`config.mk`:
```
export PLATFORM = sky130hd
export DESIGN_NAME = dual_slope_pwm_timer
export DESIGN_NICKNAME = d
export VERILOG_FILES = /design/src/design/pwm_pkg.sv /design/src/design/dual_slope_pwm_timer.sv /design/src/design/dual_slope_counter.sv /design/src/design/compare_channel.sv
export VERILOG_INCLUDE_DIRS = /design/src /design/src/design
export SDC_FILE = /design/constraint.sdc
export NUM_CORES = 1
export LEC_CHECK = 0
export BUFFER_PORTS_ARGS = -buffer_cell sky130_fd_sc_hd__buf_2
export CORE_AREA = 2 2 121 134
export CTS_CLUSTER_SIZE = 25
export DETAILED_ROUTE_END_ITERATION = 8
export DIE_AREA = 0 0 123 136
export PLACE_DENSITY = 0.86
export RECOVER_POWER = 100
export SYNTH_ARGS = -nofsm -noshare
export SYNTH_HDL_FRONTEND = slang
export SYNTH_HIERARCHICAL = 1
export SYNTH_SLANG_ARGS = --single-unit
```
`constraint.sdc`:
```
create_clock -name i_clk -period 6.3 [get_ports i_clk]
set_clock_uncertainty 0.2 [all_clocks]
set_input_delay 0.945 -clock i_clk [delete_from_list [all_inputs] [get_ports i_clk]]
set_output_delay 0.945 -clock i_clk [all_outputs]
set_load 0.01 [all_outputs]
```
`src/design/pwm_defs.svh`:
```
// Register offsets, mode codes and fixed values of the dual-slope PWM timer.
`ifndef PWM_DEFS_SVH
`define PWM_DEFS_SVH

`define ADR_CTRL      8'h00
`define ADR_COUNT     8'h04
`define ADR_CMP_A     8'h08
`define ADR_CMP_B     8'h0c
`define ADR_CAPTURE   8'h10
`define ADR_FLAGS     8'h14
`define ADR_STATUS    8'h18

`define MODE_PC_8B    4'h1
`define MODE_PC_9B    4'h2
`define MODE_PC_10B   4'h3
`define MODE_PC_CAPT  4'ha
`define MODE_PC_CMPA  4'hb
`define MODE_PFC_CAPT 4'h8
`define MODE_PFC_CMPA 4'h9

`define OUT_OFF       2'h0
`define OUT_TOGGLE    2'h1
`define OUT_NONINV    2'h2
`define OUT_INV       2'h3

`define TOP_8B        16'h00ff
`define TOP_9B        16'h01ff
`define TOP_10B       16'h03ff
`define COUNT_MAX     16'hffff
`define BOTTOM        16'h0000
`define STEP          16'h0001

`endif

```
`src/design/pwm_pkg.sv`:
```
// Types and shared helper functions of the dual-slope PWM timer.
`default_nettype none
`include "pwm_defs.svh"

package pwm_pkg;

  typedef struct packed {
    logic       dir_b;
    logic       dir_a;
    logic [1:0] out_b_mode;
    logic [1:0] out_a_mode;
    logic [3:0] wave_mode;
  } ctrl_t;

  typedef struct packed {
    logic capt;
    logic cmp_b;
    logic cmp_a;
    logic ovf;
  } flags_t;

  function automatic logic is_pfc(input logic [3:0] m);
    return (m == `MODE_PFC_CAPT) || (m == `MODE_PFC_CMPA);
  endfunction

  function automatic logic top_is_fixed(input logic [3:0] m);
    return (m == `MODE_PC_8B) || (m == `MODE_PC_9B) || (m == `MODE_PC_10B);
  endfunction

  function automatic logic is_dual(input logic [3:0] m);
    return is_pfc(m) || top_is_fixed(m) || (m == `MODE_PC_CAPT) || (m == `MODE_PC_CMPA);
  endfunction

  function automatic logic [15:0] top_of(input logic [3:0] m, input logic [15:0] capt,
                                         input logic [15:0] cmpa);
    case (m)
      `MODE_PC_8B:                   return `TOP_8B;
      `MODE_PC_9B:                   return `TOP_9B;
      `MODE_PC_10B:                  return `TOP_10B;
      `MODE_PC_CAPT, `MODE_PFC_CAPT: return capt;
      `MODE_PC_CMPA, `MODE_PFC_CMPA: return cmpa;
      default:                       return `COUNT_MAX;
    endcase
  endfunction

  // Byte-lane merge of a 16-bit register under the two low Wishbone selects.
  function automatic logic [15:0] merge16(input logic [15:0] old, input logic [15:0] wd,
                                          input logic [1:0] sel);
    return {sel[1] ? wd[15:8] : old[15:8], sel[0] ? wd[7:0] : old[7:0]};
  endfunction

endpackage
`default_nettype wire

```
`src/design/dual_slope_pwm_timer.sv`:
```
// Dual-slope PWM timer top: Wishbone registers, modes, flags and pins.
//
// Local design decisions: the Wishbone interface to the registers and the register offsets.
`default_nettype none
`include "pwm_defs.svh"

////////////////////////////////////////////////////////////////////////////

module dual_slope_pwm_timer
  import pwm_pkg::*;
(
  input  wire logic        i_clk,
  input  wire logic        i_rst_b,
  input  wire logic        i_tick,
  input  wire logic        i_wb_cyc,
  input  wire logic        i_wb_stb,
  input  wire logic        i_wb_we,
  input  wire logic [7:0]  i_wb_adr,
  input  wire logic [31:0] i_wb_dat,
  input  wire logic [3:0]  i_wb_sel,
  output logic      [31:0] o_wb_dat,
  output logic             o_wb_ack,
  output logic             o_compare_output_a,
  output logic             o_compare_output_a_drive,
  output logic             o_compare_output_b,
  output logic             o_compare_output_b_drive
);

  ////////////////////////////////////////////////////////////////////////////
  // Declarations

  ctrl_t       ctrl_q;
  flags_t      flags_q;
  flags_t      set_ev;
  flags_t      clr;
  logic [15:0] capture_q;
  logic        ack_q;
  logic [31:0] rdat_q;
  logic [31:0] rdat_d;
  logic [15:0] ctrl_m;
  logic        req;
  logic        wr_en;
  logic        cnt_wr;
  logic [15:0] count;
  logic [15:0] top;
  logic        down;
  logic        dual;
  logic        pfc;
  logic        tick_run;
  logic        at_top;
  logic        at_bottom;
  logic        up_eff;
  logic        load;
  logic        toggle_ok;
  logic        conn_a;
  logic        conn_b;
  logic        match_a;
  logic        match_b;
  logic        wave_a;
  logic        wave_b;
  logic [15:0] cmp_a_act;
  logic [15:0] cmp_a_buf;
  logic [15:0] cmp_b_act;
  logic [15:0] cmp_b_buf;
  logic        pin_a_q;
  logic        pin_b_q;
  logic        drive_a_q;
  logic        drive_b_q;

  // Everything the decode reads is an argument. A continuous assignment re-evaluates
  // only when its operands change, so a hidden module read would leave the strobe stale.
  function automatic logic hit(input logic en, input logic [7:0] adr, input logic [7:0] a);
    return en && (adr == a);
  endfunction

  ////////////////////////////////////////////////////////////////////////////
  // Wishbone slave

  // A write lands on the edge where the master sees ack, never earlier.
  assign req    = i_wb_cyc && i_wb_stb;
  assign wr_en  = req && i_wb_we && ack_q;
  assign cnt_wr = hit(wr_en, i_wb_adr, `ADR_COUNT);

  always_ff @(posedge i_clk or negedge i_rst_b) begin
    if (!i_rst_b) begin
      ack_q <= 1'b0;
    end else begin
      ack_q <= req && !ack_q;
    end
  end

  always_comb begin
    case (i_wb_adr)
      `ADR_CTRL:    rdat_d = 32'(ctrl_q);
      `ADR_COUNT:   rdat_d = 32'(count);
      `ADR_CMP_A:   rdat_d = 32'(cmp_a_buf);
      `ADR_CMP_B:   rdat_d = 32'(cmp_b_buf);
      `ADR_CAPTURE: rdat_d = 32'(capture_q);
      `ADR_FLAGS:   rdat_d = 32'(flags_q);
      `ADR_STATUS:  rdat_d = 32'({pfc, dual, down});
      default:      rdat_d = 32'h0000_0000;
    endcase
  end

  always_ff @(posedge i_clk or negedge i_rst_b) begin
    if (!i_rst_b) begin
      rdat_q <= 32'h0000_0000;
    end else if (req && !ack_q) begin
      rdat_q <= rdat_d;
    end
  end

  assign o_wb_dat = rdat_q;
  assign o_wb_ack = ack_q;

  ////////////////////////////////////////////////////////////////////////////
  // Control and capture registers

  assign ctrl_m = merge16(16'(ctrl_q), i_wb_dat[15:0], i_wb_sel[1:0]);

  always_ff @(posedge i_clk or negedge i_rst_b) begin
    if (!i_rst_b) begin
      ctrl_q <= '0;
    end else if (hit(wr_en, i_wb_adr, `ADR_CTRL)) begin
      ctrl_q <= ctrl_t'(ctrl_m[9:0]);
    end
  end

  // The capture value has no buffer, so a new TOP acts at once.
  always_ff @(posedge i_clk or negedge i_rst_b) begin
    if (!i_rst_b) begin
      capture_q <= `BOTTOM;
    end else if (hit(wr_en, i_wb_adr, `ADR_CAPTURE)) begin
      capture_q <= merge16(capture_q, i_wb_dat[15:0], i_wb_sel[1:0]);
    end
  end

  ////////////////////////////////////////////////////////////////////////////
  // Mode decode and counter

  assign dual = is_dual(ctrl_q.wave_mode);
  assign pfc  = is_pfc(ctrl_q.wave_mode);
  // Any register TOP from 0x0000 up to the full count is accepted as is.
  assign top  = top_of(ctrl_q.wave_mode, capture_q, cmp_a_act);

  // The prescaler outside supplies i_tick, so one period is 2*N*TOP clocks.
  assign tick_run  = i_tick && dual;
  assign at_top    = (count == top);
  assign at_bottom = (count == `BOTTOM);
  assign load      = tick_run && (pfc ? at_bottom : at_top);

  // Matches at zero count as rising and at TOP as falling, which pins the
  // non-inverting output low for a zero compare and high for a compare equal to TOP.
  assign up_eff = at_bottom || (!at_top && !down);

  dual_slope_counter u_counter (
    .i_clk    (i_clk),
    .i_rst_b  (i_rst_b),
    .i_tick   (tick_run),
    .i_top    (top),
    .i_wr     (cnt_wr),
    .i_wr_val (merge16(count, i_wb_dat[15:0], i_wb_sel[1:0])),
    .o_count  (count),
    .o_down   (down)
  );

  ////////////////////////////////////////////////////////////////////////////
  // Compare channels

  assign toggle_ok = (ctrl_q.wave_mode == `MODE_PC_CMPA) ||
                     (ctrl_q.wave_mode == `MODE_PFC_CMPA);

  compare_channel u_cmp_a (
    .i_clk       (i_clk),
    .i_rst_b     (i_rst_b),
    .i_buffered  (dual),
    .i_fixed_top (top_is_fixed(ctrl_q.wave_mode)),
    .i_top       (top),
    .i_wr        (hit(wr_en, i_wb_adr, `ADR_CMP_A)),
    .i_wdat      (i_wb_dat[15:0]),
    .i_sel       (i_wb_sel[1:0]),
    .i_load      (load),
    .i_tick      (tick_run),
    .i_count     (count),
    .i_up        (up_eff),
    .i_mode      (ctrl_q.out_a_mode),
    .i_toggle_ok (toggle_ok),
    .o_active    (cmp_a_act),
    .o_buffer    (cmp_a_buf),
    .o_match     (match_a),
    .o_wave      (wave_a)
  );

  // Channel B never toggles; its toggle code leaves the pin disconnected.
  compare_channel u_cmp_b (
    .i_clk       (i_clk),
    .i_rst_b     (i_rst_b),
    .i_buffered  (dual),
    .i_fixed_top (top_is_fixed(ctrl_q.wave_mode)),
    .i_top       (top),
    .i_wr        (hit(wr_en, i_wb_adr, `ADR_CMP_B)),
    .i_wdat      (i_wb_dat[15:0]),
    .i_sel       (i_wb_sel[1:0]),
    .i_load      (load),
    .i_tick      (tick_run),
    .i_count     (count),
    .i_up        (up_eff),
    .i_mode      (ctrl_q.out_b_mode),
    .i_toggle_ok (1'b0),
    .o_active    (cmp_b_act),
    .o_buffer    (cmp_b_buf),
    .o_match     (match_b),
    .o_wave      (wave_b)
  );

  ////////////////////////////////////////////////////////////////////////////
  // Event flags

  assign set_ev.ovf   = tick_run && at_bottom;
  assign set_ev.cmp_a = match_a;
  assign set_ev.cmp_b = match_b;
  assign set_ev.capt  = tick_run && at_top && ((ctrl_q.wave_mode == `MODE_PC_CAPT) ||
                        (ctrl_q.wave_mode == `MODE_PFC_CAPT));

  assign clr = (hit(wr_en, i_wb_adr, `ADR_FLAGS) && i_wb_sel[0]) ? flags_t'(i_wb_dat[3:0]) : '0;

  // A flag raised in the same cycle as its clear survives.
  always_ff @(posedge i_clk or negedge i_rst_b) begin
    if (!i_rst_b) begin
      flags_q <= '0;
    end else begin
      flags_q <= (flags_q & ~clr) | set_ev;
    end
  end

  ////////////////////////////////////////////////////////////////////////////
  // Output pins

  assign conn_a = (ctrl_q.out_a_mode == `OUT_NONINV) || (ctrl_q.out_a_mode == `OUT_INV) ||
                  ((ctrl_q.out_a_mode == `OUT_TOGGLE) && toggle_ok);
  assign conn_b = (ctrl_q.out_b_mode == `OUT_NONINV) || (ctrl_q.out_b_mode == `OUT_INV);

  // Pins lag the waveform bit by one clock, identical for both channels.
  always_ff @(posedge i_clk or negedge i_rst_b) begin
    if (!i_rst_b) begin
      drive_a_q <= 1'b0;
      drive_b_q <= 1'b0;
    end else begin
      drive_a_q <= ctrl_q.dir_a && conn_a;
      drive_b_q <= ctrl_q.dir_b && conn_b;
    end
  end

  always_ff @(posedge i_clk or negedge i_rst_b) begin
    if (!i_rst_b) begin
      pin_a_q <= 1'b0;
      pin_b_q <= 1'b0;
    end else begin
      pin_a_q <= wave_a && ctrl_q.dir_a && conn_a;
      pin_b_q <= wave_b && ctrl_q.dir_b && conn_b;
    end
  end

  assign o_compare_output_a       = pin_a_q;
  assign o_compare_output_a_drive = drive_a_q;
  assign o_compare_output_b       = pin_b_q;
  assign o_compare_output_b_drive = drive_b_q;
endmodule // dual_slope_pwm_timer
`default_nettype wire

```
`src/design/dual_slope_counter.sv`:
```
// Up/down counter that turns round at TOP and at zero.
`default_nettype none
`include "pwm_defs.svh"

module dual_slope_counter (
  input  wire logic        i_clk,
  input  wire logic        i_rst_b,
  input  wire logic        i_tick,
  input  wire logic [15:0] i_top,
  input  wire logic        i_wr,
  input  wire logic [15:0] i_wr_val,
  output logic      [15:0] o_count,
  output logic             o_down
);

  logic [15:0] count_q;
  logic        down_q;
  logic        go_down;

  // Past TOP also turns down, so a lowered TOP never lets the count run away.
  assign go_down = ((count_q >= i_top) || down_q) && (count_q != `BOTTOM);

  always_ff @(posedge i_clk or negedge i_rst_b) begin
    if (!i_rst_b) begin
      count_q <= `BOTTOM;
    end else if (i_wr) begin
      count_q <= i_wr_val;
    end else if (i_tick) begin
      count_q <= go_down ? count_q - `STEP : count_q + `STEP;
    end
  end

  always_ff @(posedge i_clk or negedge i_rst_b) begin
    if (!i_rst_b) begin
      down_q <= 1'b0;
    end else if (i_tick && !i_wr) begin
      down_q <= go_down;
    end
  end

  assign o_count = count_q;
  assign o_down  = down_q;

endmodule // dual_slope_counter
`default_nettype wire

```
`src/design/compare_channel.sv`:
```
// One compare channel: buffered compare value, match and waveform bit.
`default_nettype none
`include "pwm_defs.svh"

module compare_channel
  import pwm_pkg::*;
(
  input  wire logic        i_clk,
  input  wire logic        i_rst_b,
  input  wire logic        i_buffered,
  input  wire logic        i_fixed_top,
  input  wire logic [15:0] i_top,
  input  wire logic        i_wr,
  input  wire logic [15:0] i_wdat,
  input  wire logic [1:0]  i_sel,
  input  wire logic        i_load,
  input  wire logic        i_tick,
  input  wire logic [15:0] i_count,
  input  wire logic        i_up,
  input  wire logic [1:0]  i_mode,
  input  wire logic        i_toggle_ok,
  output logic      [15:0] o_active,
  output logic      [15:0] o_buffer,
  output logic             o_match,
  output logic             o_wave
);

  logic [15:0] buffer_q;
  logic [15:0] active_q;
  logic [15:0] masked;
  logic        wave_q;

  assign masked = i_fixed_top ? (merge16(buffer_q, i_wdat, i_sel) & i_top) :
                  merge16(buffer_q, i_wdat, i_sel);

  always_ff @(posedge i_clk or negedge i_rst_b) begin
    if (!i_rst_b) begin
      buffer_q <= `BOTTOM;
    end else if (i_wr) begin
      buffer_q <= masked;
    end
  end

  // Outside the dual-slope modes a write reaches the compare value at once.
  always_ff @(posedge i_clk or negedge i_rst_b) begin
    if (!i_rst_b) begin
      active_q <= `BOTTOM;
    end else if (i_wr && !i_buffered) begin
      active_q <= masked;
    end else if (i_load) begin
      active_q <= buffer_q;
    end
  end

  assign o_match = i_tick && (i_count == active_q);

  always_ff @(posedge i_clk or negedge i_rst_b) begin
    if (!i_rst_b) begin
      wave_q <= 1'b0;
    end else if (o_match) begin
      case (i_mode)
        `OUT_TOGGLE: if (i_toggle_ok) wave_q <= ~wave_q;
        `OUT_NONINV: wave_q <= ~i_up;
        `OUT_INV:    wave_q <= i_up;
        default:     wave_q <= wave_q;
      endcase
    end
  end

  assign o_active = active_q;
  assign o_buffer = buffer_q;
  assign o_wave   = wave_q;
endmodule // compare_channel
`default_nettype wire

```
==> impl_metrics.ini, run 1 <==
[cells_and_area]
final_nets = 1074
area_delta_synth_final_pct = 9.34
design_area_sq_um = 9920
n_fill_cell = 1152
antenna_cells = 0
final_core_util = 0.640
fin_cells = 1206
drive_above_1_share = 0.167

[floorplan]
die_y_microns = 136
rows = 48
fp.dieW_microns = 123
initial_core_util = 0.585
die-area_sq_um = 16700
io_pins = 87
core_sq_um = 15500

[yosys]
synthCells = 954
synth_top_family_by_area = multiplexers
synth_edf_count = 0
async_reset_ff_frac = 1.00
synth_mux_area_frac = 0.207
ys_seq_area_frac = 0.370
syn_area_per_cell_sq_um = 9.51
netlist_area_sq_um = 9070
yosysWarnings = 6
synth_compound_area_frac = 0.141
synth_cell_types = 66
synthAdderAreaFrac = 0.0436
synth_xor_area_frac = 0.0560
ys_seq_elements = 134
synth-simple-area-share = 0.119
synthFlopType = dfrtp_1

[clocking]
ctsResizeCount = 0
hold_buffers = 0
cts_tree = done
clock_sinks = 134
clk_latency_ps = 420
cts_root_buffer = clkbuf_16
cts-htree-levels = 4
cts_setup_buffers = 0
cts_inserted_buffers = 17
cts.clk_slew.worst_paths_ps = 60
cts_max_path_buffers = 2

[detailed_routing]
via_count = 7977
drtIter0Drc = 1110
post_drt_via_cell_ratio = 6.61
drt_first_pass_iters = 7
wl_per_cell_microns = 22.0
antenna_left = 0
totalWireLength_microns = 26600
drc = 0

[pwr]
power_switching_uw = 455
ir_worst_vdd_v = 0.000197
p_comb_frac = 0.063
p_sw_frac = 0.239
power_frac_seq = 0.457
leakage_nw = 4.96
p_clk_frac = 0.480
powerDensity_nw_per_um2 = 192
p_int_mw = 1.45

[timing]
worst_hold_slack_ps = 273
slew_headroom = -1.77
tightestPinTransition_ps = 4160
clock.fmax_ghz = 0.158
setup_ws_ps = -31.0
rsz0062_at_grt = no
setup_viol = 1
period_needed_ps = 6330
finalCritPeriodShare = 1.00
hold_viol_final = 0
slew_violations = 133

[grt]
grt_pass1_wl_microns = 41700
track_usage = 0.326
grt_max_degree = 77
grt_pass1_vias = 7800
overflow = 0
antenna_found_initial = 0

[worst_hold_path]
min_path_type = reg -> reg

[setup_path]
cp-start-kind = flip-flop
worstSetupPathType = reg -> reg
arrival_ps = 6340
crit_path_end_kind = flip-flop
crit_required_ps = 6310
crit_fanout = 18

[status]
violations = max-capacitance violations, max-slew violations, negative setup slack
status = finished, violations left

[placement]
io_buffers = 52
post-dp-hpwl_microns = 17600
gp_congestion = 0.907
placed_area_sq_um = 9460
placed_cells = 1174

[job]
drv_cap = 5
[synth_stat cells, drive strengths merged (7+ instances only)]
master / instances / share of area
dfrtp: 134 / 0.37
a21oi: 107 / 0.059
mux2: 83 / 0.10
mux2i: 81 / 0.089
nor2: 64 / 0.026
inv: 62 / 0.026
nand2: 60 / 0.025
o21ai: 45 / 0.026
buf: 36 / 0.024
xnor2: 35 / 0.034
ha: 30 / 0.041
clkbuf: 29 / 0.012
xor2: 23 / 0.022
nor4: 17 / 0.016
a21o: 13 / 0.011
a22oi: 13 / 0.011
nand4: 12 / 0.0083
nand3: 10 / 0.0061
nor3: 10 / 0.0061
nand2b: 8 / 0.0055
a211oi: 7 / 0.0058
and3: 7 / 0.0048
nor2b: 7 / 0.0048
[sequential cells by signal, indices dropped and copies added (netlist names), 4 cells and up]
name               flops
u_cmp_b/o_buffer      16
u_cmp_a/o_active      16
flags_q                4
u_cmp_b/o_active      16
capture_q             16
o_wb_dat              16
u_counter/o_count     16
ctrl_q                10
u_cmp_a/o_buffer      16
[final cells by class]
cell class / instances / area (sq um) / area share
Inverter: 63 / 236 / 0.0238
Sequential cell: 134 / 3350 / 0.338
Clock buffer: 22 / 454 / 0.0458
Multi-Input combinational cell: 708 / 5190 / 0.524
Clock inverter: 10 / 81.3 / 0.00820
Timing Repair Buffer: 69 / 345 / 0.0348
Tap cell: 200 / 250 / 0.0252
[critical path, stage by stage (launching register included)]
cell and delay, ps:
dfrtp_1 410, buf_4 200, nor2_1 260, a21oi_1 80, o21ai_0 690, xor2_1 150
or4_1 600, or4b_1 540, a21oi_1 1990, buf_4 570, mux2i_1 290, a21oi_1 130
[power groups by stage]
stage	clock, mW	combinational (mW)	sequential, mW
after CTS	0.917	0.120	0.870
after floorplan	0	0.0733	0.884
after detailed placement	0	0.118	0.885
final	0.915	0.121	0.871
after global routing	0.956	0.131	0.871
after global placement	0	0.114	0.885
[per-layer routing]
layer | vias to the layer above | wire length, microns | GRT usage
met5 | - | 0 | 0
met4 | 0 | 1710 | 0.199
met3 | 154 | 2740 | 0.0642
met2 | 591 | 12300 | 0.519
met1 | 3791 | 9820 | 0.408
li1 | 3441 | - | -
[layout by cell type, fill, tap and decap left out, types with 15 or more instances in the layout]
cell and instances:
dfrtp_1 134, a21oi_1 106, mux2i_1 81, mux2_2 78, nor2_1 64, inv_1 62, nand2_1 60, o21ai_0 35
xnor2_1 35, clkbuf_1 30, ha_1 30, buf_2 29, xor2_1 23, conb_1 17, clkbuf_16 17, nor4_1 15
[logic make-up (layout without fill, tap and decap cells)]
| kind of cell | count (synthesis) | in the layout |
|---|---|---|
| AND/OR/NAND/NOR | 216 | 216 |
| buffers and inverters | 128 | 164 |
| XOR/XNOR | 58 | 58 |
| multiplexers | 170 | 170 |
| adder cells (fa/ha/maj) | 31 | 31 |
| flip-flops | 134 | 134 |
| AO/OA/AOI/OAI | 216 | 216 |
| other | 1 | 17 |
[metrics by stage]
stage	setup WS, ps	power, mW	TNS (ps)
2_1_floorplan	1360	0.957	0
3_3_place_gp	757	0.999	0
3_5_place_dp	659	1.00	0
4_1_cts	591	1.91	0
5_1_grt	76.4	1.96	0
6_report	-31.0	1.91	-31.0
[final timing paths]
path / end / slack, ps / cells past startpoint / from
min in group asynchronous: u_counter/o_count[2]$_DFFE_PN0P_ / 1790 / 1 / i_rst_b
max reg2reg: u_cmp_a/o_active[6]$_DFFE_PN0P_ / -30 / 11 / ctrl_q[3]$_DFFE_PN0P_
max: u_cmp_a/o_active[6]$_DFFE_PN0P_ / -30 / 11 / ctrl_q[3]$_DFFE_PN0P_
min: o_wb_dat[9]$_DFFE_PN0P_ / 270 / 2 / o_wb_dat[9]$_DFFE_PN0P_
max in group asynchronous: capture_q[12]$_DFFE_PN0P_ / 1000 / 2 / i_rst_b
min reg2reg: o_wb_dat[9]$_DFFE_PN0P_ / 270 / 2 / o_wb_dat[9]$_DFFE_PN0P_
No activity file was read; power rests on OpenSTA's default activity.
==> run 2: changes to the inputs <==
Settings changed: PLACE_DENSITY 0.86 to 0.8, TNS_END_PERCENT set to 10.
==> impl_metrics.ini, run 2 (synthesized netlist as in run 1, its figures left out) <==
[status]
status = finished, violations left
violations = max-capacitance violations, max-slew violations

[grt]
overflow = 0
grt_pass1_wl_microns = 39500
grt_pass1_vias = 7409
grt_max_degree = 71
antenna_found_initial = 0
track_usage = 0.310

[timing]
setup_viol = 0
period_needed_ps = 5750
finalCritPeriodShare = 0.913
rsz0062_at_grt = no
finalSetupTns_ps = 0
tightestPinTransition_ps = 3600
hold_viol_final = 0
slew_violations = 187
clock.fmax_ghz = 0.174
slew_headroom = -1.40

[job]
drv_cap = 5

[setup_path]
crit_path_end_kind = flip-flop
critical_path.max_stage_delay_ps = 660
worstPathCellList = clkbuf_1 > a21oi_1 > or2_2 > inv_1 > ha_1 > a21oi_1 > nor2_1 > a2111oi_0 > o21ai_0 > o21ai_0 > inv_1 > ha_1 > and3_1 > a221o_1 > a31oi_2 > o21ai_2 > a221oi_2 > xnor2_1 > or3_1 > a31oi_1
worstSetupPathType = reg -> reg
cp_num_buf_inv = 3
crit_fanout = 14
reg2reg_to = u_counter/o_count[15]$_DFFE_PN0P_
critPathTopFamily = compound AO/OA/AOI/OAI gates
arrival_ps = 5890
rr_startpoint = ctrl_q[0]$_DFFE_PN0P_
ff2ff_path_depth = 20
r2r_slack_ps = 550
cp-start-kind = flip-flop
crit_required_ps = 6430
cp_slowest_cell = dfrtp_1

[pwr]
p_comb_frac = 0.060
leakage_nw = 4.98
p_sw_frac = 0.242
power_frac_seq = 0.440
powerDensity_nw_per_um2 = 198
p_int_mw = 1.50
power_switching_uw = 479
ir_worst_vdd_v = 0.000207
p_clk_frac = 0.500

[clocking]
clock_sinks = 134
cts_setup_buffers = 0
cts_max_path_buffers = 2
cts_inserted_buffers = 17
cts.clk_slew.worst_paths_ps = 60
cts-htree-levels = 4
cts_tree = done
clk_latency_ps = 420
hold_buffers = 0
ctsResizeCount = 0
cts_root_buffer = clkbuf_16

[worst_hold_path]
min_path_type = reg -> reg
min_from = o_wb_dat[10]$_DFFE_PN0P_
whs_endpoint = o_wb_dat[10]$_DFFE_PN0P_
whs_path_depth = 2

[floorplan]
initial_core_util = 0.585
core_sq_um = 15500
rows = 48
io_pins = 87
die_y_microns = 136
fp.dieW_microns = 123
die-area_sq_um = 16700

[detailed_routing]
drt_first_pass_iters = 6
wl_met3_microns = 2060
drc = 0
top_layer = met4
met1_length_microns = 10100
post_drt_via_cell_ratio = 6.29
drtIter0Drc = 1012
via_count = 7623
antenna_left = 0
wl_met2_microns = 12000
totalWireLength_microns = 25200
wl_per_cell_microns = 20.8

[cells_and_area]
layout_common_cells = dfrtp_1 (134), a21oi_1 (106), mux2i_1 (81), mux2_2 (81), nor2_1 (64)
antenna_cells = 0
final_nets = 1079
final_common_cell = dfrtp_1
area_delta_synth_final_pct = 10.3
drive_above_1_share = 0.175
design_area_sq_um = 10000

[placement]
placed_area_sq_um = 9500
post-dp-hpwl_microns = 17500
gp_congestion = 0.947
io_buffers = 52
-- run 2: cell count changes in the layout (fill, tap and decap cells not counted), moves of 2 or more --
cell | previous run | this run
buf_4 | 13 | 15
clkinv_2 | 7 | 3
clkinv_4 | 1 | 3
clkinvlp_4 | 1 | 3
inv_6 | 0 | 3
mux2_1 | 5 | 2
mux2_2 | 78 | 81
o21ai_1 | 8 | 10
-- run 2: per-stage QoR --
stage                     cells  hold WS [ps]   util  worst slack (ps)  power, mW
after floorplan             970           248      -              1360      0.957
after global placement     1179           253  0.613              1010       1.00
after detailed placement   1179           265  0.613               958       1.00
after CTS                  1211           278  0.651               847       1.98
after global routing       1211           307  0.645               203       2.04
final                      1211           274  0.645               547       1.98
-- run 2: worst register-to-register path: cells and delay by family (launching register included) --
| kind | cells | cell delay [ps] |
|---|---|---|
| AO/OA/AOI/OAI | 10 | 2290 |
| adder cells (fa/ha/maj) | 2 | 700 |
| AND/OR/NAND/NOR | 4 | 930 |
| buffers and inverters | 3 | 800 |
| flip-flops | 1 | 660 |
| XOR/XNOR | 1 | 110 |
-- run 2: worst max path at each step --
stage	depth (start not counted)	from	to	slack (ps)
after floorplan	20	ctrl_q[0]$_DFFE_PN0P_	u_counter/o_count[15]$_DFFE_PN0P_	1360
after global placement	19	ctrl_q[3]$_DFFE_PN0P_	u_counter/o_count[15]$_DFFE_PN0P_	1010
after detailed placement	19	ctrl_q[3]$_DFFE_PN0P_	u_counter/o_count[15]$_DFFE_PN0P_	960
after CTS	20	ctrl_q[3]$_DFFE_PN0P_	u_counter/o_count[15]$_DFFE_PN0P_	850
after global routing	20	ctrl_q[0]$_DFFE_PN0P_	u_counter/o_count[15]$_DFFE_PN0P_	200
final	20	ctrl_q[0]$_DFFE_PN0P_	u_counter/o_count[15]$_DFFE_PN0P_	550
-- run 2: final cells by class --
| class | instances | area (sq um) |
|---|---|---|
| fillers | 1219 | 5500 |
| multi-input cells | 708 | 5200 |
| flip-flops and latches | 134 | 3350 |
| clock buffers | 18 | 439 |
| repair buffers | 74 | 372 |
| well taps | 200 | 250 |
| inverters | 63 | 236 |
| clock inverters | 14 | 150 |
-- run 2: metal layers --
layer  up-vias  track usage
met3        77       0.0566
met1      3676        0.401
met5         -            0
li1       3447            -
met2       423        0.495
met4         0        0.161
-- run 2: power groups by stage --
| stage | Combinational (mW) | Sequential (mW) | Clock [mW] |
|---|---|---|---|
| global route | 0.129 | 0.870 | 1.04 |
| detailed placement | 0.117 | 0.885 | 0 |
| finish | 0.118 | 0.870 | 0.989 |
| global placement | 0.114 | 0.885 | 0 |
| CTS | 0.118 | 0.870 | 0.996 |
| floorplan | 0.0733 | 0.884 | 0 |
